[config.mk]
export PLATFORM = sky130hd
export DESIGN_NAME = gate_driver_protection_config
export DESIGN_NICKNAME = d
export VERILOG_FILES = /design/src/gate_protect_pkg.sv /design/src/cfg_word.sv /design/src/gate_driver_protection_config.sv
export SDC_FILE = /design/constraint.sdc
export NUM_CORES = 1
export LEC_CHECK = 0
export BUFFER_PORTS_ARGS = -buffer_cell sky130_fd_sc_hd__buf_2
export CORE_MARGIN = 4
export CORE_UTILIZATION = 60
export DETAILED_ROUTE_END_ITERATION = 10
export PLACE_DENSITY = 0.91
export SETUP_SLACK_MARGIN = 0.02
export SYNTH_ARGS = -nofsm -noshare
export SYNTH_HDL_FRONTEND = slang
export SYNTH_SLANG_ARGS = --single-unit
export TNS_END_PERCENT = 100
[constraint.sdc]
create_clock -name clk_sys -period 8.2 [get_ports clk_sys]
set_input_delay 0.41 -clock clk_sys [delete_from_list [all_inputs] [get_ports clk_sys]]
set_output_delay 0.41 -clock clk_sys [all_outputs]
set_load 0.05 [all_outputs]
[src/gate_protect_pkg.sv]
package gate_protect_pkg;

  // ----------------------------------------------------------------
  // register selection and reset values
  // ----------------------------------------------------------------
  localparam logic REG_SEL_ENABLE = 1'b0;
  localparam logic REG_SEL_TURNOFF = 1'b1;
  localparam logic [15:0] ENABLE_RESET = 16'h0934;
  localparam logic [15:0] TURNOFF_RESET = 16'h7741;

  // ----------------------------------------------------------------
  // protection_enable_config field positions
  // ----------------------------------------------------------------
  localparam int POS_SEC_POS_UNDERVOLT_OFF = 15;
  localparam int POS_THERMAL_FILTER_HI = 14;
  localparam int POS_THERMAL_FILTER_LO = 13;
  localparam int POS_DESAT_FILTER = 12;
  localparam int POS_SEC_POS_OVERVOLT_OFF = 11;
  localparam int POS_MILLER_SOURCE = 10;
  localparam int POS_GM_BLANK_HI = 9;
  localparam int POS_GM_BLANK_LO = 8;
  localparam int POS_GATE_MONITOR_OFF = 7;
  localparam int POS_MILLER_CLAMP_OFF = 6;
  localparam int POS_COLLECTOR_CLAMP_ON = 5;
  localparam int POS_DESAT_DETECT_ON = 4;
  localparam int POS_SHORT_CIRCUIT_OFF = 3;
  localparam int POS_OVERCURRENT_OFF = 2;
  localparam int POS_SWITCH_THERMAL_ON = 1;
  localparam int POS_SEC_NEG_LOCKOUT_ON = 0;

  // ----------------------------------------------------------------
  // turnoff_threshold_config field positions
  // ----------------------------------------------------------------
  localparam int POS_GM_MUTE_TURNOFF = 15;
  localparam int POS_DESAT_TH_HI = 14;
  localparam int POS_DESAT_TH_LO = 11;
  localparam int POS_CHARGE_CUR_HI = 10;
  localparam int POS_CHARGE_CUR_LO = 9;
  localparam int POS_DESAT_PULLDOWN_ON = 8;
  localparam int POS_MILLER_TH_HI = 7;
  localparam int POS_MILLER_TH_LO = 6;
  localparam int POS_SOFT_CUR_HI = 5;
  localparam int POS_SOFT_CUR_LO = 4;
  localparam int POS_TURNOFF_MODE_HI = 3;
  localparam int POS_TURNOFF_MODE_LO = 1;
  localparam int POS_PWM_MUTE_ON = 0;

  // ----------------------------------------------------------------
  // turn-off mode encoding
  // ----------------------------------------------------------------
  localparam int MODE_TWO_LEVEL_BIT = 2;
  localparam logic [1:0] COVER_NONE = 2'h0;
  localparam logic [1:0] COVER_SC_DESAT = 2'h1;
  localparam logic [1:0] COVER_PLUS_OC = 2'h2;
  localparam logic [1:0] COVER_PLUS_THERMAL = 2'h3;

  // ----------------------------------------------------------------
  // timing
  // ----------------------------------------------------------------
  localparam int CLK_MHZ = 200;
  localparam int THERMAL_FILTER_NS_0 = 250;
  localparam int THERMAL_FILTER_NS_1 = 500;
  localparam int THERMAL_FILTER_NS_2 = 750;
  localparam int THERMAL_FILTER_NS_3 = 1000;
  localparam int DESAT_FILTER_NS_0 = 158;
  localparam int DESAT_FILTER_NS_1 = 316;
  localparam int GM_BLANK_NS_0 = 500;
  localparam int GM_BLANK_NS_1 = 1000;
  localparam int GM_BLANK_NS_2 = 2500;
  localparam int GM_BLANK_NS_3 = 4000;
  localparam int PWM_MUTE_NS = 1000;
  localparam int CNT_W = 12;

  // ----------------------------------------------------------------
  // analog setting scales
  // ----------------------------------------------------------------
  localparam int DESAT_TH_BASE_MV = 2500;
  localparam int DESAT_TH_STEP_MV = 500;

endpackage : gate_protect_pkg

[src/cfg_word.sv]
`timescale 1ns/1ps
`default_nettype none
module cfg_word #(
  parameter logic [15:0] RESET_VALUE = 16'h0000
) (
  input wire logic clk_sys, // system clock
  input wire logic reset, // async reset, active high
  input wire logic wr_en, // write strobe for this word
  input wire logic [15:0] wr_data, // value to store
  output logic [15:0] value // stored word
);

  always_ff @(posedge clk_sys or posedge reset) begin
    if (reset) begin
      value <= RESET_VALUE;
    end else if (wr_en) begin
      value <= wr_data;
    end
  end

endmodule : cfg_word
`default_nettype wire

[src/gate_driver_protection_config.sv]
// Functional notes
// enable bit 15 low keeps positive supply undervoltage lockout; resets 0.
// thermal filter code 0..3 gives 250/500/750/1000 ns; resets 0.
// desaturation filter bit gives 158 ns or 316 ns; resets 0.
// bit 11 high turns positive supply overvoltage lockout off; resets 1.
// bit 10 picks internal clamp (0) or external transistor (1); resets 0.
// gate monitor blanking code gives 500/1000/2500/4000 ns; resets 1.
// bit 7 high switches gate monitor off; resets 0.
// bit 6 high switches Miller clamp off; resets 0.
// bit 3 high switches short-circuit protection off; resets 0.
// bit 2 high switches overcurrent protection off; resets 1.
// bit 1 high switches power switch thermal shutdown on; resets 0.
// bit 0 high enables negative supply under and overvoltage lockout; resets 0.
// second word bit 15 high hides gate monitor faults during fault turn-off.
// threshold field 14:11 is 2.5 V plus code times 500 mV; resets 0xE.
// charge current code gives 0.6/0.7/0.8/1 mA; resets 3.
// bit 8 high switches desaturation pull-down on; resets 1.
// Miller clamp threshold code gives 1.5/2/3/4 V; resets 1.
// mode 1-3 soft, 5-7 two-level, widening fault coverage; 0,4 off.
// bit 0 high mutes PWM for mute interval after SC/OC/OT; resets 1.
// each field holds its written value until rewritten or reset.
`timescale 1ns/1ps
`default_nettype none
module gate_driver_protection_config (
  input wire logic clk_sys, // system clock, 200 MHz
  input wire logic reset, // async reset, active high
  input wire logic wr_en, // register write strobe
  input wire logic wr_sel, // 0 enable word, 1 turn-off word
  input wire logic [15:0] wr_data, // write data
  input wire logic rd_sel, // 0 enable word, 1 turn-off word
  output logic [15:0] rd_data, // registered read data
  input wire logic desat_in, // desaturation comparator pin
  input wire logic short_circuit_in, // short-circuit comparator pin
  input wire logic overcurrent_in, // overcurrent comparator pin
  input wire logic switch_thermal_in, // power switch thermal comparator pin
  input wire logic gate_monitor_in, // gate voltage monitor mismatch pin
  input wire logic pwm_in, // incoming PWM pin
  output logic sec_pos_undervolt_off, // positive supply UVLO disabled
  output logic sec_pos_overvolt_off, // positive supply OVLO disabled
  output logic miller_clamp_source_select, // 0 internal, 1 external clamp
  output logic miller_clamp_off, // Miller clamp disabled
  output logic collector_clamp_on, // collector-emitter clamp enabled
  output logic desaturation_pulldown_on, // desat pull-down current on
  output logic sec_neg_supply_lockout_on, // negative supply lockout on
  output logic [3:0] desaturation_threshold, // threshold code
  output logic [15:0] desaturation_threshold_mv, // threshold in mV
  output logic [15:0] blank_cap_charge_current_ua, // charge current in uA
  output logic [15:0] miller_clamp_threshold_mv, // clamp threshold in mV
  output logic [1:0] soft_turnoff_current, // soft turn-off current code
  output logic desat_fault, // filtered desaturation fault
  output logic short_circuit_fault, // enabled short-circuit fault
  output logic overcurrent_fault, // enabled overcurrent fault
  output logic switch_thermal_fault, // filtered thermal fault
  output logic gate_monitor_fault, // unblanked gate monitor fault
  output logic soft_turnoff, // soft turn-off request
  output logic two_level_turnoff, // two-level turn-off request
  output logic pwm_out // PWM after muting
);
  import gate_protect_pkg::*;

  // ----------------------------------------------------------------
  // helpers
  // ----------------------------------------------------------------
  function automatic logic [CNT_W-1:0] ns_to_cycles(input int ns);
    int cyc;
    cyc = (ns * CLK_MHZ + 999) / 1000;
    if (cyc < 1) begin
      cyc = 1;
    end
    return CNT_W'(cyc);
  endfunction : ns_to_cycles

  function automatic logic [CNT_W-1:0] count_step(input logic [CNT_W-1:0] cnt,
                                                  input logic [CNT_W-1:0] lim);
    return (cnt < lim) ? cnt + CNT_W'(1) : cnt;
  endfunction : count_step

  localparam logic [CNT_W-1:0] MUTE_CYCLES = ns_to_cycles(PWM_MUTE_NS);

  // ----------------------------------------------------------------
  // configuration words
  // ----------------------------------------------------------------
  logic [15:0] enable_word;
  logic [15:0] turnoff_word;

  cfg_word #(.RESET_VALUE(ENABLE_RESET)) u_protection_enable_config (
    .clk_sys(clk_sys),
    .reset(reset),
    .wr_en(wr_en && wr_sel == REG_SEL_ENABLE),
    .wr_data(wr_data),
    .value(enable_word)
  );

  cfg_word #(.RESET_VALUE(TURNOFF_RESET)) u_turnoff_threshold_config (
    .clk_sys(clk_sys),
    .reset(reset),
    .wr_en(wr_en && wr_sel == REG_SEL_TURNOFF),
    .wr_data(wr_data),
    .value(turnoff_word)
  );

  always_ff @(posedge clk_sys or posedge reset) begin
    if (reset) begin
      rd_data <= 16'h0000;
    end else begin
      rd_data <= (rd_sel == REG_SEL_TURNOFF) ? turnoff_word : enable_word;
    end
  end

  // ----------------------------------------------------------------
  // field views
  // ----------------------------------------------------------------
  logic [1:0] switch_thermal_filter_time;
  logic desaturation_filter_time;
  logic [1:0] gate_monitor_blank_time;
  logic gate_monitor_off;
  logic desaturation_detect_on;
  logic short_circuit_guard_off;
  logic overcurrent_guard_off;
  logic switch_thermal_guard_on;
  logic gate_monitor_mute_in_turnoff;
  logic [1:0] blank_cap_charge_current;
  logic [1:0] miller_clamp_threshold;
  logic [2:0] fault_turnoff_mode;
  logic pwm_mute_on;

  assign switch_thermal_filter_time = enable_word[POS_THERMAL_FILTER_HI:POS_THERMAL_FILTER_LO];
  assign desaturation_filter_time = enable_word[POS_DESAT_FILTER];
  assign gate_monitor_blank_time = enable_word[POS_GM_BLANK_HI:POS_GM_BLANK_LO];
  assign gate_monitor_off = enable_word[POS_GATE_MONITOR_OFF];
  assign desaturation_detect_on = enable_word[POS_DESAT_DETECT_ON];
  assign short_circuit_guard_off = enable_word[POS_SHORT_CIRCUIT_OFF];
  assign overcurrent_guard_off = enable_word[POS_OVERCURRENT_OFF];
  assign switch_thermal_guard_on = enable_word[POS_SWITCH_THERMAL_ON];
  assign gate_monitor_mute_in_turnoff = turnoff_word[POS_GM_MUTE_TURNOFF];
  assign blank_cap_charge_current = turnoff_word[POS_CHARGE_CUR_HI:POS_CHARGE_CUR_LO];
  assign miller_clamp_threshold = turnoff_word[POS_MILLER_TH_HI:POS_MILLER_TH_LO];
  assign fault_turnoff_mode = turnoff_word[POS_TURNOFF_MODE_HI:POS_TURNOFF_MODE_LO];
  assign pwm_mute_on = turnoff_word[POS_PWM_MUTE_ON];

  // ----------------------------------------------------------------
  // static configuration outputs
  // ----------------------------------------------------------------
  assign sec_pos_undervolt_off = enable_word[POS_SEC_POS_UNDERVOLT_OFF];
  assign sec_pos_overvolt_off = enable_word[POS_SEC_POS_OVERVOLT_OFF];
  assign miller_clamp_source_select = enable_word[POS_MILLER_SOURCE];
  assign miller_clamp_off = enable_word[POS_MILLER_CLAMP_OFF];
  assign collector_clamp_on = enable_word[POS_COLLECTOR_CLAMP_ON];
  assign sec_neg_supply_lockout_on = enable_word[POS_SEC_NEG_LOCKOUT_ON];
  assign desaturation_pulldown_on = turnoff_word[POS_DESAT_PULLDOWN_ON];
  assign desaturation_threshold = turnoff_word[POS_DESAT_TH_HI:POS_DESAT_TH_LO];
  assign soft_turnoff_current = turnoff_word[POS_SOFT_CUR_HI:POS_SOFT_CUR_LO];

  always_ff @(posedge clk_sys or posedge reset) begin
    if (reset) begin
      desaturation_threshold_mv <= 16'h0000;
      blank_cap_charge_current_ua <= 16'h0000;
      miller_clamp_threshold_mv <= 16'h0000;
    end else begin
      desaturation_threshold_mv <= 16'(DESAT_TH_BASE_MV
                                   + int'(desaturation_threshold) * DESAT_TH_STEP_MV);
      case (blank_cap_charge_current)
        2'h0: blank_cap_charge_current_ua <= 16'h0258;
        2'h1: blank_cap_charge_current_ua <= 16'h02BC;
        2'h2: blank_cap_charge_current_ua <= 16'h0320;
        default: blank_cap_charge_current_ua <= 16'h03E8;
      endcase
      case (miller_clamp_threshold)
        2'h0: miller_clamp_threshold_mv <= 16'h05DC;
        2'h1: miller_clamp_threshold_mv <= 16'h07D0;
        2'h2: miller_clamp_threshold_mv <= 16'h0BB8;
        default: miller_clamp_threshold_mv <= 16'h0FA0;
      endcase
    end
  end

  // ----------------------------------------------------------------
  // pin synchronisers
  // ----------------------------------------------------------------
  localparam int NPIN = 6;
  logic [NPIN-1:0] pin_raw;
  logic [NPIN-1:0] pin_meta;
  logic [NPIN-1:0] pin_sync;

  assign pin_raw = {pwm_in, gate_monitor_in, switch_thermal_in,
                    overcurrent_in, short_circuit_in, desat_in};

  genvar gi;
  generate
    for (gi = 0; gi < NPIN; gi++) begin : g_sync
      always_ff @(posedge clk_sys or posedge reset) begin
        if (reset) begin
          pin_meta[gi] <= 1'b0;
          pin_sync[gi] <= 1'b0;
        end else begin
          pin_meta[gi] <= pin_raw[gi];
          pin_sync[gi] <= pin_meta[gi];
        end
      end
    end
  endgenerate

  logic desat_s, sc_s, oc_s, thermal_s, gm_s, pwm_s;
  assign {pwm_s, gm_s, thermal_s, oc_s, sc_s, desat_s} = pin_sync;

  // ----------------------------------------------------------------
  // deglitch filters
  // ----------------------------------------------------------------
  logic [CNT_W-1:0] thermal_limit;
  logic [CNT_W-1:0] desat_limit;
  logic [CNT_W-1:0] thermal_cnt;
  logic [CNT_W-1:0] desat_cnt;

  always_comb begin
    case (switch_thermal_filter_time)
      2'h0: thermal_limit = ns_to_cycles(THERMAL_FILTER_NS_0);
      2'h1: thermal_limit = ns_to_cycles(THERMAL_FILTER_NS_1);
      2'h2: thermal_limit = ns_to_cycles(THERMAL_FILTER_NS_2);
      default: thermal_limit = ns_to_cycles(THERMAL_FILTER_NS_3);
    endcase
    desat_limit = desaturation_filter_time ? ns_to_cycles(DESAT_FILTER_NS_1)
                                           : ns_to_cycles(DESAT_FILTER_NS_0);
  end

  always_ff @(posedge clk_sys or posedge reset) begin
    if (reset) begin
      thermal_cnt <= '0;
    end else if (!thermal_s) begin
      thermal_cnt <= '0;
    end else begin
      thermal_cnt <= count_step(thermal_cnt, thermal_limit);
    end
  end

  always_ff @(posedge clk_sys or posedge reset) begin
    if (reset) begin
      desat_cnt <= '0;
    end else if (!desat_s) begin
      desat_cnt <= '0;
    end else begin
      desat_cnt <= count_step(desat_cnt, desat_limit);
    end
  end

  // ----------------------------------------------------------------
  // gate monitor blanking after each PWM rising or falling edge
  // ----------------------------------------------------------------
  logic pwm_prev;
  logic [CNT_W-1:0] blank_cnt;
  logic [CNT_W-1:0] blank_limit;

  always_comb begin
    case (gate_monitor_blank_time)
      2'h0: blank_limit = ns_to_cycles(GM_BLANK_NS_0);
      2'h1: blank_limit = ns_to_cycles(GM_BLANK_NS_1);
      2'h2: blank_limit = ns_to_cycles(GM_BLANK_NS_2);
      default: blank_limit = ns_to_cycles(GM_BLANK_NS_3);
    endcase
  end

  always_ff @(posedge clk_sys or posedge reset) begin
    if (reset) begin
      pwm_prev <= 1'b0;
      blank_cnt <= '0;
    end else begin
      pwm_prev <= pwm_s;
      if (pwm_s != pwm_prev) begin
        blank_cnt <= blank_limit;
      end else if (blank_cnt != '0) begin
        blank_cnt <= blank_cnt - CNT_W'(1);
      end
    end
  end

  // ----------------------------------------------------------------
  // fault qualification and turn-off requests
  // ----------------------------------------------------------------
  logic sc_q, oc_q, desat_q, thermal_q, covered;
  logic [1:0] cover_level;

  assign sc_q = sc_s && !short_circuit_guard_off;
  assign oc_q = oc_s && !overcurrent_guard_off;
  assign desat_q = desaturation_detect_on && desat_cnt >= desat_limit;
  assign thermal_q = switch_thermal_guard_on && thermal_cnt >= thermal_limit;
  assign cover_level = fault_turnoff_mode[1:0];

  always_comb begin
    case (cover_level)
      COVER_SC_DESAT: covered = sc_q || desat_q;
      COVER_PLUS_OC: covered = sc_q || desat_q || oc_q;
      COVER_PLUS_THERMAL: covered = sc_q || desat_q || oc_q || thermal_q;
      default: covered = 1'b0;
    endcase
  end

  always_ff @(posedge clk_sys or posedge reset) begin
    if (reset) begin
      short_circuit_fault <= 1'b0;
      overcurrent_fault <= 1'b0;
      desat_fault <= 1'b0;
      switch_thermal_fault <= 1'b0;
      soft_turnoff <= 1'b0;
      two_level_turnoff <= 1'b0;
    end else begin
      short_circuit_fault <= sc_q;
      overcurrent_fault <= oc_q;
      desat_fault <= desat_q;
      switch_thermal_fault <= thermal_q;
      soft_turnoff <= covered && !fault_turnoff_mode[MODE_TWO_LEVEL_BIT];
      two_level_turnoff <= covered && fault_turnoff_mode[MODE_TWO_LEVEL_BIT];
    end
  end

  always_ff @(posedge clk_sys or posedge reset) begin
    if (reset) begin
      gate_monitor_fault <= 1'b0;
    end else begin
      gate_monitor_fault <= gm_s && !gate_monitor_off
                            && blank_cnt == '0 && pwm_s == pwm_prev
                            && !(gate_monitor_mute_in_turnoff
                                 && (soft_turnoff || two_level_turnoff));
    end
  end

  // ----------------------------------------------------------------
  // PWM muting
  // ----------------------------------------------------------------
  logic [CNT_W-1:0] mute_cnt;
  logic mute_trigger;

  assign mute_trigger = pwm_mute_on && (sc_q || oc_q || thermal_q);

  always_ff @(posedge clk_sys or posedge reset) begin
    if (reset) begin
      mute_cnt <= '0;
    end else if (mute_trigger) begin
      mute_cnt <= MUTE_CYCLES;
    end else if (!pwm_mute_on) begin
      mute_cnt <= '0;
    end else if (mute_cnt != '0) begin
      mute_cnt <= mute_cnt - CNT_W'(1);
    end
  end

  always_ff @(posedge clk_sys or posedge reset) begin
    if (reset) begin
      pwm_out <= 1'b0;
    end else begin
      pwm_out <= pwm_s && !mute_trigger && mute_cnt == '0;
    end
  end

endmodule : gate_driver_protection_config
`default_nettype wire

==> key figures, run 1 <==
Routing
  • Routed wl met2: 8.01 mm
  • DR WL met3: 959 um
  • # DRC: 0
  • 1st-pass router iterations: 5
  • Top Layer Used: met4
  • Routed WL per cell: 17.6 um
  • Vias: 5127
  • WL final: 15.5 mm
  • Vias/cell: 5.83
  • Post-route ant nets: 0
  • Initial DRC count: 414
  • Wire length on met1: 6.09 mm

Placed design
  • Port bufs: 93
  • Post-DP Area: 7540 sq um
  • Setup WS pre-CTS: 4.63 ns
  • Routability-driven placement congestion ratio: 0.902
  • DP Wirelength: 10.5 mm
  • Placed cell count: 846

Die
  • Row count: 39
  • I/O pins: 112
  • Die Span Y: 117 um
  • Total die area: 13600 sq um
  • CORE AREA: 11500 sq um
  • Die X: 117 um
  • Starting Density: 61.6%

Synth
  • Post-synth EDFFs: 0
  • Cells after Synth: 632
  • Unique masters post-synth: 56
  • Mean Syn Cell Area: 11.2 sq um
  • Predominant post-synthesis flop cell: dfrtp_1
  • Largest family of logic cells by synthesized area: simple AND/OR/NAND/NOR gates
  • Multiplexer area fraction after synthesis: 7.20%
  • Post-synthesis adder-cell area fraction: 9.77%
  • Synth warn: 0
  • Post-synthesis sequential area ratio: 51.2%
  • Synth Area in XOR/XNOR: 3.97%
  • #FFs+latches synth: 144
  • Compound-Gate Fraction of Synth Area: 8.83%
  • Simple-gate area share of the yosys netlist: 12.9%
  • Async S/R FF share, synth: 100%
  • Synthesized area: 7070 sq um

Pwr
  • P_int: 1.80 mW
  • Pwr Density: 355 nW/um^2
  • Total power: 2.92 mW
  • Sequential share of power: 32.4%
  • Leak Pwr: 3.99 nW
  • Peak supply drop: 0.349 mV
  • Net Switching: 1.12 mW
  • Sw Ratio: 38.2%
  • Clk pwr share: 30.1%
  • Part of the power in combinational logic: 37.5%

Timing
  • FMAX: 279 MHz
  • Worst Tran Pin Value: 1.05 ns
  • Worst Skew: 0.00678 ns
  • Final setup viols: 0
  • Crit share post-route: 43.7%
  • Post-route setup TNS: 0 ns
  • Max-slew violations: 0
  • Relative slew slack: 29.7%
  • RSZ-0062 raised after global routing: false
  • Min cycle time layout: 3.59 ns
  • Hold Fails Final Rpt: 0
  • Final worst setup slack: 4.61 ns

Run status
  • Status: completed

CTS
  • Hold_buf cts: 0
  • Post_cts resized: 0
  • Setup Buffers After CTS: 0
  • Max Buffers Root-to-Sink: 2
  • Reg clk slew, reported paths: 0.06 ns
  • CTS root buf: clkbuf_16
  • CTS buffer count: 17
  • Htree depth: 4
  • Clock latency on the worst-skew pair: 0.42 ns
  • TritonCTS clock tree: yes
  • Clock Sink Count: 144

Critical path
  • Crit path arrival time: 3.91 ns
  • Crit path launch type: flop
  • CP Max Fanout: 12
  • Critical Path RT: 8.52 ns
  • Critical path class: flop to flop
  • Setup crit end kind: flop

Global routing
  • Number of global-route vias before repair: 5120
  • Initial antenna violation count: 0
  • Largest net degree at the start of global routing: 89
  • Total GRT Usage: 24.1%
  • First-pass GRT wire length: 25.4 mm
  • Final global-route overflow total: 0

Layout
  • Area growth syn-to-layout: 16.4%
  • Layout cells sized above 1: 25.4%
  • Final cell count without fillers: 879
  • Final Cell Area: 8230 sq um
  • # diodes: 0
  • # nets final: 801

Worst hold path
  • Worst hold path type: input port to asynchronous set/reset pin

Run
  • Max-cap violations: 0
[cells in the mapped netlist, types with 8 or more instances]
cell type / instances / area (sq um)
nor3_1: 8 / 40.0
and2_1: 15 / 93.8
xor2_1: 19 / 166
nand2_1: 45 / 169
nand4_1: 10 / 62.6
ha_1: 44 / 551
a21oi_1: 16 / 80.1
nand3_1: 11 / 55.1
nor2b_1: 9 / 56.3
inv_1: 45 / 169
buf_4: 27 / 203
xnor2_1: 13 / 114
dfstp_2: 13 / 342
dfrtp_1: 131 / 3280
clkbuf_1: 13 / 48.8
nor2_1: 40 / 150
mux2_2: 39 / 439
o21ai_0: 31 / 155
[cells in the final DEF, fill, tap and decap left out, types with 6 or more instances in the layout]
master and count:
dfstp_2 13, xnor2_1 13, conb_1 19, ha_1 44, clkbuf_16 17, nor4_1 7
bufinv_16 6, nand3_1 11, fa_1 7, nand4_1 10, inv_1 44, buf_2 93
and3_1 6, nor2_1 40, and2_1 15, dfrtp_1 131, nand2_1 45, o21ai_0 31
mux2i_1 7, nor3_1 8, mux2_2 39, nor2b_1 8, xor2_1 19, a21oi_1 16
[logic make-up (layout without fill, tap and decap cells)]
group,Yosys count,count (layout)
buf+inv,86,173
xor+xnor,32,32
flops,144,144
simple gates,178,178
mux,46,46
compound gates,93,93
fa+ha+maj,51,51
other cells,2,19
[per-layer routing]
metal	GRT usage [%]	vias up
met5	0	-
met4	9.10	0
met3	5.96	48
met2	41.6	217
met1	29.3	2549
li1	-	2313
[state kept, by name, summed over array words and instances (netlist names), 6 cells and up]
register,cells
rd_data,16
u_protection_enable_config.value,16
u_turnoff_threshold_config.value,16
blank_cnt,12
desat_cnt,12
desaturation_threshold_mv,12
mute_cnt,12
thermal_cnt,12
miller_clamp_threshold_mv,8
blank_cap_charge_current_ua,7
pin_meta,6
[layout make-up]
| class | instances | area, sq um |
|---|---|---|
| Clock buffer | 22 | 474 |
| Clock inverter | 10 | 205 |
| Fill cell | 741 | 3240 |
| Inverter | 45 | 174 |
| Multi-Input combinational cell | 419 | 3090 |
| Sequential cell | 144 | 3620 |
| Tap cell | 143 | 179 |
| Timing Repair Buffer | 96 | 488 |
[metrics by stage]
| stage | hold WS (ns) | util, % |
|---|---|---|
| CTS | 0.0455 | 71.7 |
| finish | 0.0279 | 71.8 |
| detailed placement | 0.335 | 65.8 |
| global route | 0.0690 | 71.8 |
| global placement | 0.332 | 65.8 |
| floorplan | 0.331 | - |
[power by group through the flow]
stage / clock [mW] / combinational (mW) / sequential, mW
detailed placement: 0 / 1.06 / 0.948
global route: 0.923 / 1.19 / 0.960
global placement: 0 / 1.01 / 0.939
finish: 0.879 / 1.09 / 0.945
CTS: 0.886 / 1.09 / 0.942
floorplan: 0 / 0.639 / 1.15
[critical path, cell delays in order (launching register included)]
cell     delay [ns]
dfstp_2        0.43
fa_1           0.62
inv_1          0.10
fa_1           0.50
inv_1          0.04
ha_1           0.34
or2_2          0.31
and3_1         0.27
o31a_1         0.28
or3_1          0.33
o32ai_1        0.27
[worst paths after layout]
| kind | startpoint | endpoint | slack (ns) | cells after the start |
|---|---|---|---|---|
| setup / recovery | u_turnoff_threshold_config.value[12] | desaturation_threshold_mv[12] | 4.61 | 10 |
| min in group clk_sys | overcurrent_in | pin_meta[2] | 0.10 | 1 |
| max in group asynchronous | reset | u_turnoff_threshold_config.value[3] | 6.74 | 3 |
| setup reg to reg | u_turnoff_threshold_config.value[12] | desaturation_threshold_mv[12] | 4.61 | 10 |
| hold / removal | reset | u_turnoff_threshold_config.value[11] | 0.03 | 2 |
| hold reg to reg | pin_meta[2] | oc_s | 0.35 | 0 |
No activity file was read; power rests on OpenSTA's default activity.
==> run 2, diff against run 1 <==
Settings changed: CORE_UTILIZATION 60 to 57, PLACE_DENSITY 0.91 to 0.87.
Clock period 8.2 ns to 3.65 ns, I/O delays scaled along.
==> run 2 against run 1 <==
The run now ends with negative hold slack left. Critical path depth stayed put. Flip-flop and latch count stayed put. Die area is 4.9% higher. Largest cell class unchanged. First-iteration DRC count is 10% lower. Register-to-register slack worse by 4.5 ns. Global-route usage is 2.1 points lower. Total power is 120% higher. Sequential power is 120% higher.
==> key figures, run 2 (same netlist as run 1, synthesis figures left out) <==
Timing
  • Max-slew violations: 0 (unchanged)
  • RSZ-0062 raised after global routing: false (unchanged)
  • Crit share post-route: 95.8% (was 43.7%)
  • Hold Fails Final Rpt: 29 (was 0)
  • Worst Tran Pin Value: 1.16 ns (was 1.05 ns)
  • Final worst setup slack: 0.153 ns (was 4.61 ns)
  • Post-route setup TNS: 0 ns (unchanged)
  • Worst Skew: 0.0128 ns (was 0.00678 ns)
  • FMAX: 286 MHz (was 279 MHz)
  • Min cycle time layout: 3.50 ns (was 3.59 ns)
  • Relative slew slack: 22.3% (was 29.7%)
  • Hold slack final: -0.0384 ns (was 0.0279 ns)
  • Final setup viols: 0 (unchanged)

Layout
  • Most frequent cells in the layout: dfrtp_1 (131), buf_2 (93), nand2_1 (45) (unchanged)
  • # diodes: 0 (unchanged)
  • # nets final: 817 (was 801)
  • Filler cell count in the final layout: 802 (was 741)
  • Fin util: 69.3% (was 71.8%)
  • Area growth syn-to-layout: 18.2% (was 16.4%)
  • Leading cell type in the layout, fill and taps excluded: dfrtp_1 (unchanged)
  • Layout cells sized above 1: 26.3% (was 25.4%)
  • Top flop regs: rd_data (16), u_protection_enable_config.value (16), u_turnoff_threshold_config.value (16) (unchanged)

Worst hold path
  • Worst hold path type: input port to asynchronous set/reset pin (unchanged)

Routing
  • Routed WL per cell: 16.5 um (was 17.6 um)
  • # DRC: 0 (unchanged)
  • Initial DRC count: 372 (was 414)
  • Vias: 4997 (was 5127)
  • Post-route ant nets: 0 (unchanged)
  • Vias/cell: 5.43 (was 5.83)
  • WL final: 15.2 mm (was 15.5 mm)
  • 1st-pass router iterations: 5 (unchanged)

Critical path
  • Critical Path RT: 3.98 ns (was 8.52 ns)
  • Reg2reg end: desaturation_threshold_mv[12] (unchanged)
  • Crit path launch: u_turnoff_threshold_config.value[14] (was u_turnoff_threshold_config.value[12])
  • CP max stage cell: dfstp_2 (was fa_1)
  • Reg-to-reg slack, setup: 0.15 ns (was 4.61 ns)
  • Worst Path Buf+Inv: 2 (unchanged)
  • R2R depth: 10 (unchanged)
  • Worst-path cell chain: fa_2 > inv_1 > fa_1 > inv_1 > ha_4 > or2_2 > and3_2 > o31a_1 > or3_1 > o32ai_2 (was fa_1 > inv_1 > fa_1 > inv_1 > ha_1 > or2_2 > and3_1 > o31a_1 > or3_1 > o32ai_1)
  • Worst r2r src: u_turnoff_threshold_config.value[14] (was u_turnoff_threshold_config.value[12])
  • Crit path arrival time: 3.83 ns (was 3.91 ns)
  • Slowest cell delay on critical path: 0.55 ns (was 0.62 ns)
  • Most frequent CP cell: inv_1
  • CP Max Fanout: 6 (was 12)
  • CP Depth: 10 (unchanged)
  • Critical path class: flop to flop (unchanged)
  • Setup crit end kind: flop (unchanged)
  • Crit path launch type: flop (unchanged)
  • CP Capture Point: desaturation_threshold_mv[12] (unchanged)
  • Kind of cell adding the most delay to the critical path: adder cells (unchanged)

Die
  • Starting Density: 58.6% (was 61.6%)
  • Die X: 119 um (was 117 um)
  • Die Span Y: 119 um (was 117 um)
  • I/O pins: 112 (unchanged)
  • Row count: 40 (was 39)
  • Total die area: 14200 sq um (was 13600 sq um)
  • CORE AREA: 12100 sq um (was 11500 sq um)

Global routing
  • Total GRT Usage: 22.0% (was 24.1%)
  • First-pass GRT wire length: 24.8 mm (was 25.4 mm)
  • Initial antenna violation count: 0 (unchanged)
  • Final global-route overflow total: 0 (unchanged)
  • Largest net degree at the start of global routing: 145 (was 89)
  • Number of global-route vias before repair: 5022 (was 5120)

CTS
  • Htree depth: 4 (unchanged)
  • Clock Sink Count: 144 (unchanged)
  • Clock latency on the worst-skew pair: 0.43 ns (was 0.42 ns)
  • CTS buffer count: 17 (unchanged)
  • Reg clk slew, reported paths: 0.06 ns (about the same)
  • TritonCTS clock tree: yes (unchanged)
  • CTS root buf: clkbuf_16 (unchanged)
  • Max Buffers Root-to-Sink: 2 (unchanged)

Run status
  • Failing checks: negative hold slack
  • Status: complete, but fails checks (was completed)

Pwr
  • Leak Pwr: 4.01 nW (was 3.99 nW)
  • Peak supply drop: 0.323 mV (was 0.349 mV)
  • Pwr Density: 754 nW/um^2 (was 355 nW/um^2)

Placed design
  • Routability-driven placement congestion ratio: 0.873 (was 0.902)
  • Setup WS pre-CTS: 0.0355 ns (was 4.63 ns)
  • Port bufs: 93 (unchanged)
  • DP Wirelength: 10.1 mm (was 10.5 mm)

Run
  • Max-cap violations: 0 (unchanged)
## run 2: worst min path at each step
stage	startpoint	to	slack, ns
after detailed placement	desat_in	pin_meta[0]	0.29
after CTS	wr_data[3]	u_protection_enable_config.value[3]	0.002
final	reset	mute_cnt[9]	-0.04
after floorplan	desat_in	pin_meta[0]	0.21
after global placement	switch_thermal_in	pin_meta[3]	0.29
after global routing	reset	mute_cnt[11]	0.009
## run 2: routing by layer
metal,track usage [%],vias up,wire length [um]
met5,0,-,0
met4,9.45,0,411
met3,4.65,36,679
met2,37.6,157,7900
met1,26.9,2463,6210
li1,-,2341,-
## run 2: area by class of cell
class / instances / area [sq um] / area share (%)
Clock buffer: 17 / 425 / 5.09
Clock inverter: 15 / 151 / 1.81
Inverter: 45 / 173 / 2.07
Multi-Input combinational cell: 419 / 3120 / 37.4
Sequential cell: 144 / 3620 / 43.3
Tap cell: 168 / 210 / 2.52
Timing Repair Buffer: 112 / 653 / 7.82
## run 2: timing repair
item                                    in CTS  in global routing
endpoints found under the setup margin       1                  2
pin swaps                                    1                  0
resized for setup                            0                  6
hold buffers                                12                  1
endpoints found under the hold margin       13                  1
setup buffers                                1                  0
## run 2: where the power goes
part           leakage, nW  total [mW]  internal (mW)  switching, mW
Sequential            1.76        2.10           1.90          0.196
Combinational         1.97        2.54          0.877           1.66
Clock                0.273        1.67          0.954          0.718
## run 2: per-stage QoR
step / std cells / power, mW / cell area (sq um)
after CTS: 919 / 6.22 / 8310
after global placement: 874 / 4.38 / 7610
after global routing: 920 / 6.64 / 8360
final: 920 / 6.30 / 8360
after floorplan: 649 / 4.02 / 7140
after detailed placement: 874 / 4.52 / 7610
## run 2: worst min-delay path, cell delays in order
cell and delay, ns:
buf_2 0.11, clkinvlp_4 0.07, buf_12 0.52
==> run 3, diff against run 2 <==
Settings changed: CORE_UTILIZATION 57 to 40, PLACE_DENSITY 0.87 to 0.67, REMOVE_ABC_BUFFERS from default to 1.
==> run 3 against run 2 <==
Clock power is 8% higher. First-iteration DRC count fell by 30%. The run now ends clean. Sequential power is essentially flat. Total power is essentially flat. Die area is 39% higher. Worst hold slack improved by 0.049 ns. Via count is 3.4% lower. Clock-buffer cell count increased by 2. Critical endpoint unchanged.
==> key figures, run 3 (same netlist as run 1, synthesis figures left out) <==
Run status
  • Status: completed (was complete, but fails checks)

Die
  • Total die area: 19900 sq um (was 14200 sq um)
  • Starting Density: 40.9% (was 58.6%)
  • CORE AREA: 17300 sq um (was 12100 sq um)
  • I/O pins: 112 (unchanged)
  • Die Span Y: 141 um (was 119 um)
  • Die X: 141 um (was 119 um)
  • Row count: 48 (was 40)

Routing
  • Routed WL per cell: 14.3 um (was 16.5 um)
  • Post-route ant nets: 0 (unchanged)
  • WL final: 14.0 mm (was 15.2 mm)
  • Vias: 4827 (was 4997)
  • Vias/cell: 4.92 (was 5.43)
  • 1st-pass router iterations: 4 (was 5)
  • Initial DRC count: 261 (was 372)
  • # DRC: 0 (unchanged)

Global routing
  • Global routing usage on met1: 19.3% (was 26.9%)
  • Global route hottest layer: met2 (unchanged)
  • Largest net degree at the start of global routing: 79 (was 145)
  • Total GRT Usage: 14.8% (was 22.0%)
  • Initial antenna violation count: 0 (unchanged)
  • Met3 usage: 4.07% (was 4.65%)
  • Number of global-route vias before repair: 4677 (was 5022)
  • Met2 Use GR: 23.8% (was 37.6%)
  • Final global-route overflow total: 0 (unchanged)
  • First-pass GRT wire length: 23.3 mm (was 24.8 mm)

CTS
  • Clock latency on the worst-skew pair: 0.43 ns (about the same)
  • CTS root buf: clkbuf_16 (unchanged)
  • Setup Buffers After CTS: 0 (was 1)
  • Clock Sink Count: 144 (unchanged)
  • Htree depth: 4 (unchanged)
  • Max Buffers Root-to-Sink: 2 (unchanged)
  • CTS buffer count: 17 (unchanged)
  • TritonCTS clock tree: yes (unchanged)
  • Reg clk slew, reported paths: 0.06 ns (about the same)

Timing
  • RSZ-0062 raised after global routing: false (unchanged)
  • Crit share post-route: 95.6% (was 95.8%)
  • Max-slew violations: 0 (unchanged)
  • Hold slack final: 0.0108 ns (was -0.0384 ns)
  • Worst Skew: 0.00563 ns (was 0.0128 ns)
  • Min cycle time layout: 3.49 ns (was 3.50 ns)
  • FMAX: 287 MHz (was 286 MHz)
  • Relative slew slack: 27.4% (was 22.3%)
  • Hold Fails Final Rpt: 0 (was 29)
  • Worst Tran Pin Value: 1.08 ns (was 1.16 ns)
  • Final setup viols: 0 (unchanged)

Critical path
  • Critical path class: flop to flop (unchanged)
  • CP Max Fanout: 6 (unchanged)
  • Setup crit end kind: flop (unchanged)
  • Crit path arrival time: 3.82 ns (was 3.83 ns)
  • Critical Path RT: 3.98 ns (about the same)
  • Crit path launch type: flop (unchanged)

Layout
  • Area growth syn-to-layout: 20.1% (was 18.2%)
  • Filler cell count in the final layout: 1561 (was 802)
  • Layout cells sized above 1: 25.9% (was 26.3%)
  • Top flop regs: rd_data (16), u_protection_enable_config.value (16), u_turnoff_threshold_config.value (16) (unchanged)
  • # nets final: 822 (was 817)
  • Most frequent cells in the layout: dfrtp_1 (131), buf_2 (93), nand2_1 (45) (unchanged)
  • # diodes: 0 (unchanged)
  • Final Cell Area: 8490 sq um (was 8360 sq um)
  • Leading cell type in the layout, fill and taps excluded: dfrtp_1 (unchanged)

Placed design
  • Post-DP Area: 7700 sq um (was 7610 sq um)
  • DP Wirelength: 9.75 mm (was 10.1 mm)
  • Port bufs: 93 (unchanged)
  • Routability-driven placement congestion ratio: 0.862 (was 0.873)

Pwr
  • Pwr Density: 742 nW/um^2 (was 754 nW/um^2)
  • Leak Pwr: 4.04 nW (was 4.01 nW)
  • Peak supply drop: 0.415 mV (was 0.323 mV)

Run
  • Max-cap violations: 0 (unchanged)

Worst hold path
  • Worst hold path type: input port to flop (was input port to asynchronous set/reset pin)
-- run 3: cell types whose count changed in the layout (fill, tap and decap cells not counted), moves of 2 or more --
cell	previous run	this run
buf_4	5	7
bufinv_16	1	3
clkbuf_8	0	2
clkinv_2	0	2
clkinv_4	6	0
clkinvlp_4	4	7
dlygate4sd3_1	13	16
inv_6	4	2
-- run 3: area by class of cell --
| cell class | instances | area, sq um | area share (%) |
|---|---|---|---|
| timing repair buffer | 117 | 698 | 8.22 |
| sequential | 144 | 3620 | 42.6 |
| multi-input combinational | 419 | 3100 | 36.5 |
| tap | 225 | 282 | 3.32 |
| clock inverter | 13 | 161 | 1.90 |
| clock buffer | 19 | 453 | 5.33 |
| inverter | 45 | 174 | 2.05 |
-- run 3: timing repair --
action,4_1_cts,5_1_grt
hold endpoints to repair,86,0
endpoints found under the setup margin,0,1
gates resized for setup,0,2
hold buffers,16,0
-- run 3: final timing paths --
kind                                                            from                                   end  slack (ns)  cells past startpoint
min in group asynchronous                                      reset                            rd_data[7]        0.43                      3
worst max register to register  u_turnoff_threshold_config.value[12]         desaturation_threshold_mv[12]        0.16                     10
worst min-delay path                                     wr_data[14]  u_protection_enable_config.value[14]        0.01                      3
worst max-delay path            u_turnoff_threshold_config.value[12]         desaturation_threshold_mv[12]        0.16                     10
worst min register to register                           pin_meta[0]                               desat_s        0.35                      0
max in group asynchronous                                      reset   u_protection_enable_config.value[4]        2.39                      4
-- run 3: critical path, cell delays in order, from the launching register on --
cell	delay [ns]
dfstp_2	0.38
fa_1	0.59
inv_1	0.10
fa_1	0.50
inv_1	0.04
ha_1	0.35
or2_2	0.30
and3_1	0.25
o31a_1	0.27
or3_1	0.34
o32ai_2	0.26
-- run 3: per-layer routing --
metal,part of all wire (%),vias up
met5,0,-
met1,46,2342
li1,-,2352
met4,1.9,0
met2,48,110
met3,4.9,23
-- run 3: power breakdown --
group | switching (mW) | internal, mW
Combinational | 1.57 | 0.851
Sequential | 0.176 | 1.90
Clock | 0.689 | 1.11
Total | 2.44 | 3.86
-- run 3: per-stage QoR --
stage	std cells	TNS, ns	total power [mW]	worst slack [ns]	utilization [%]
after floorplan	608	-49.42	3.98	-0.377	-
after global placement	934	0	4.45	0.234	44.5
after detailed placement	934	0	4.49	0.174	44.5
after CTS	982	0	6.33	0.150	49.0
after global routing	982	0	6.70	0.0234	49.1
final	982	0	6.30	0.162	49.1
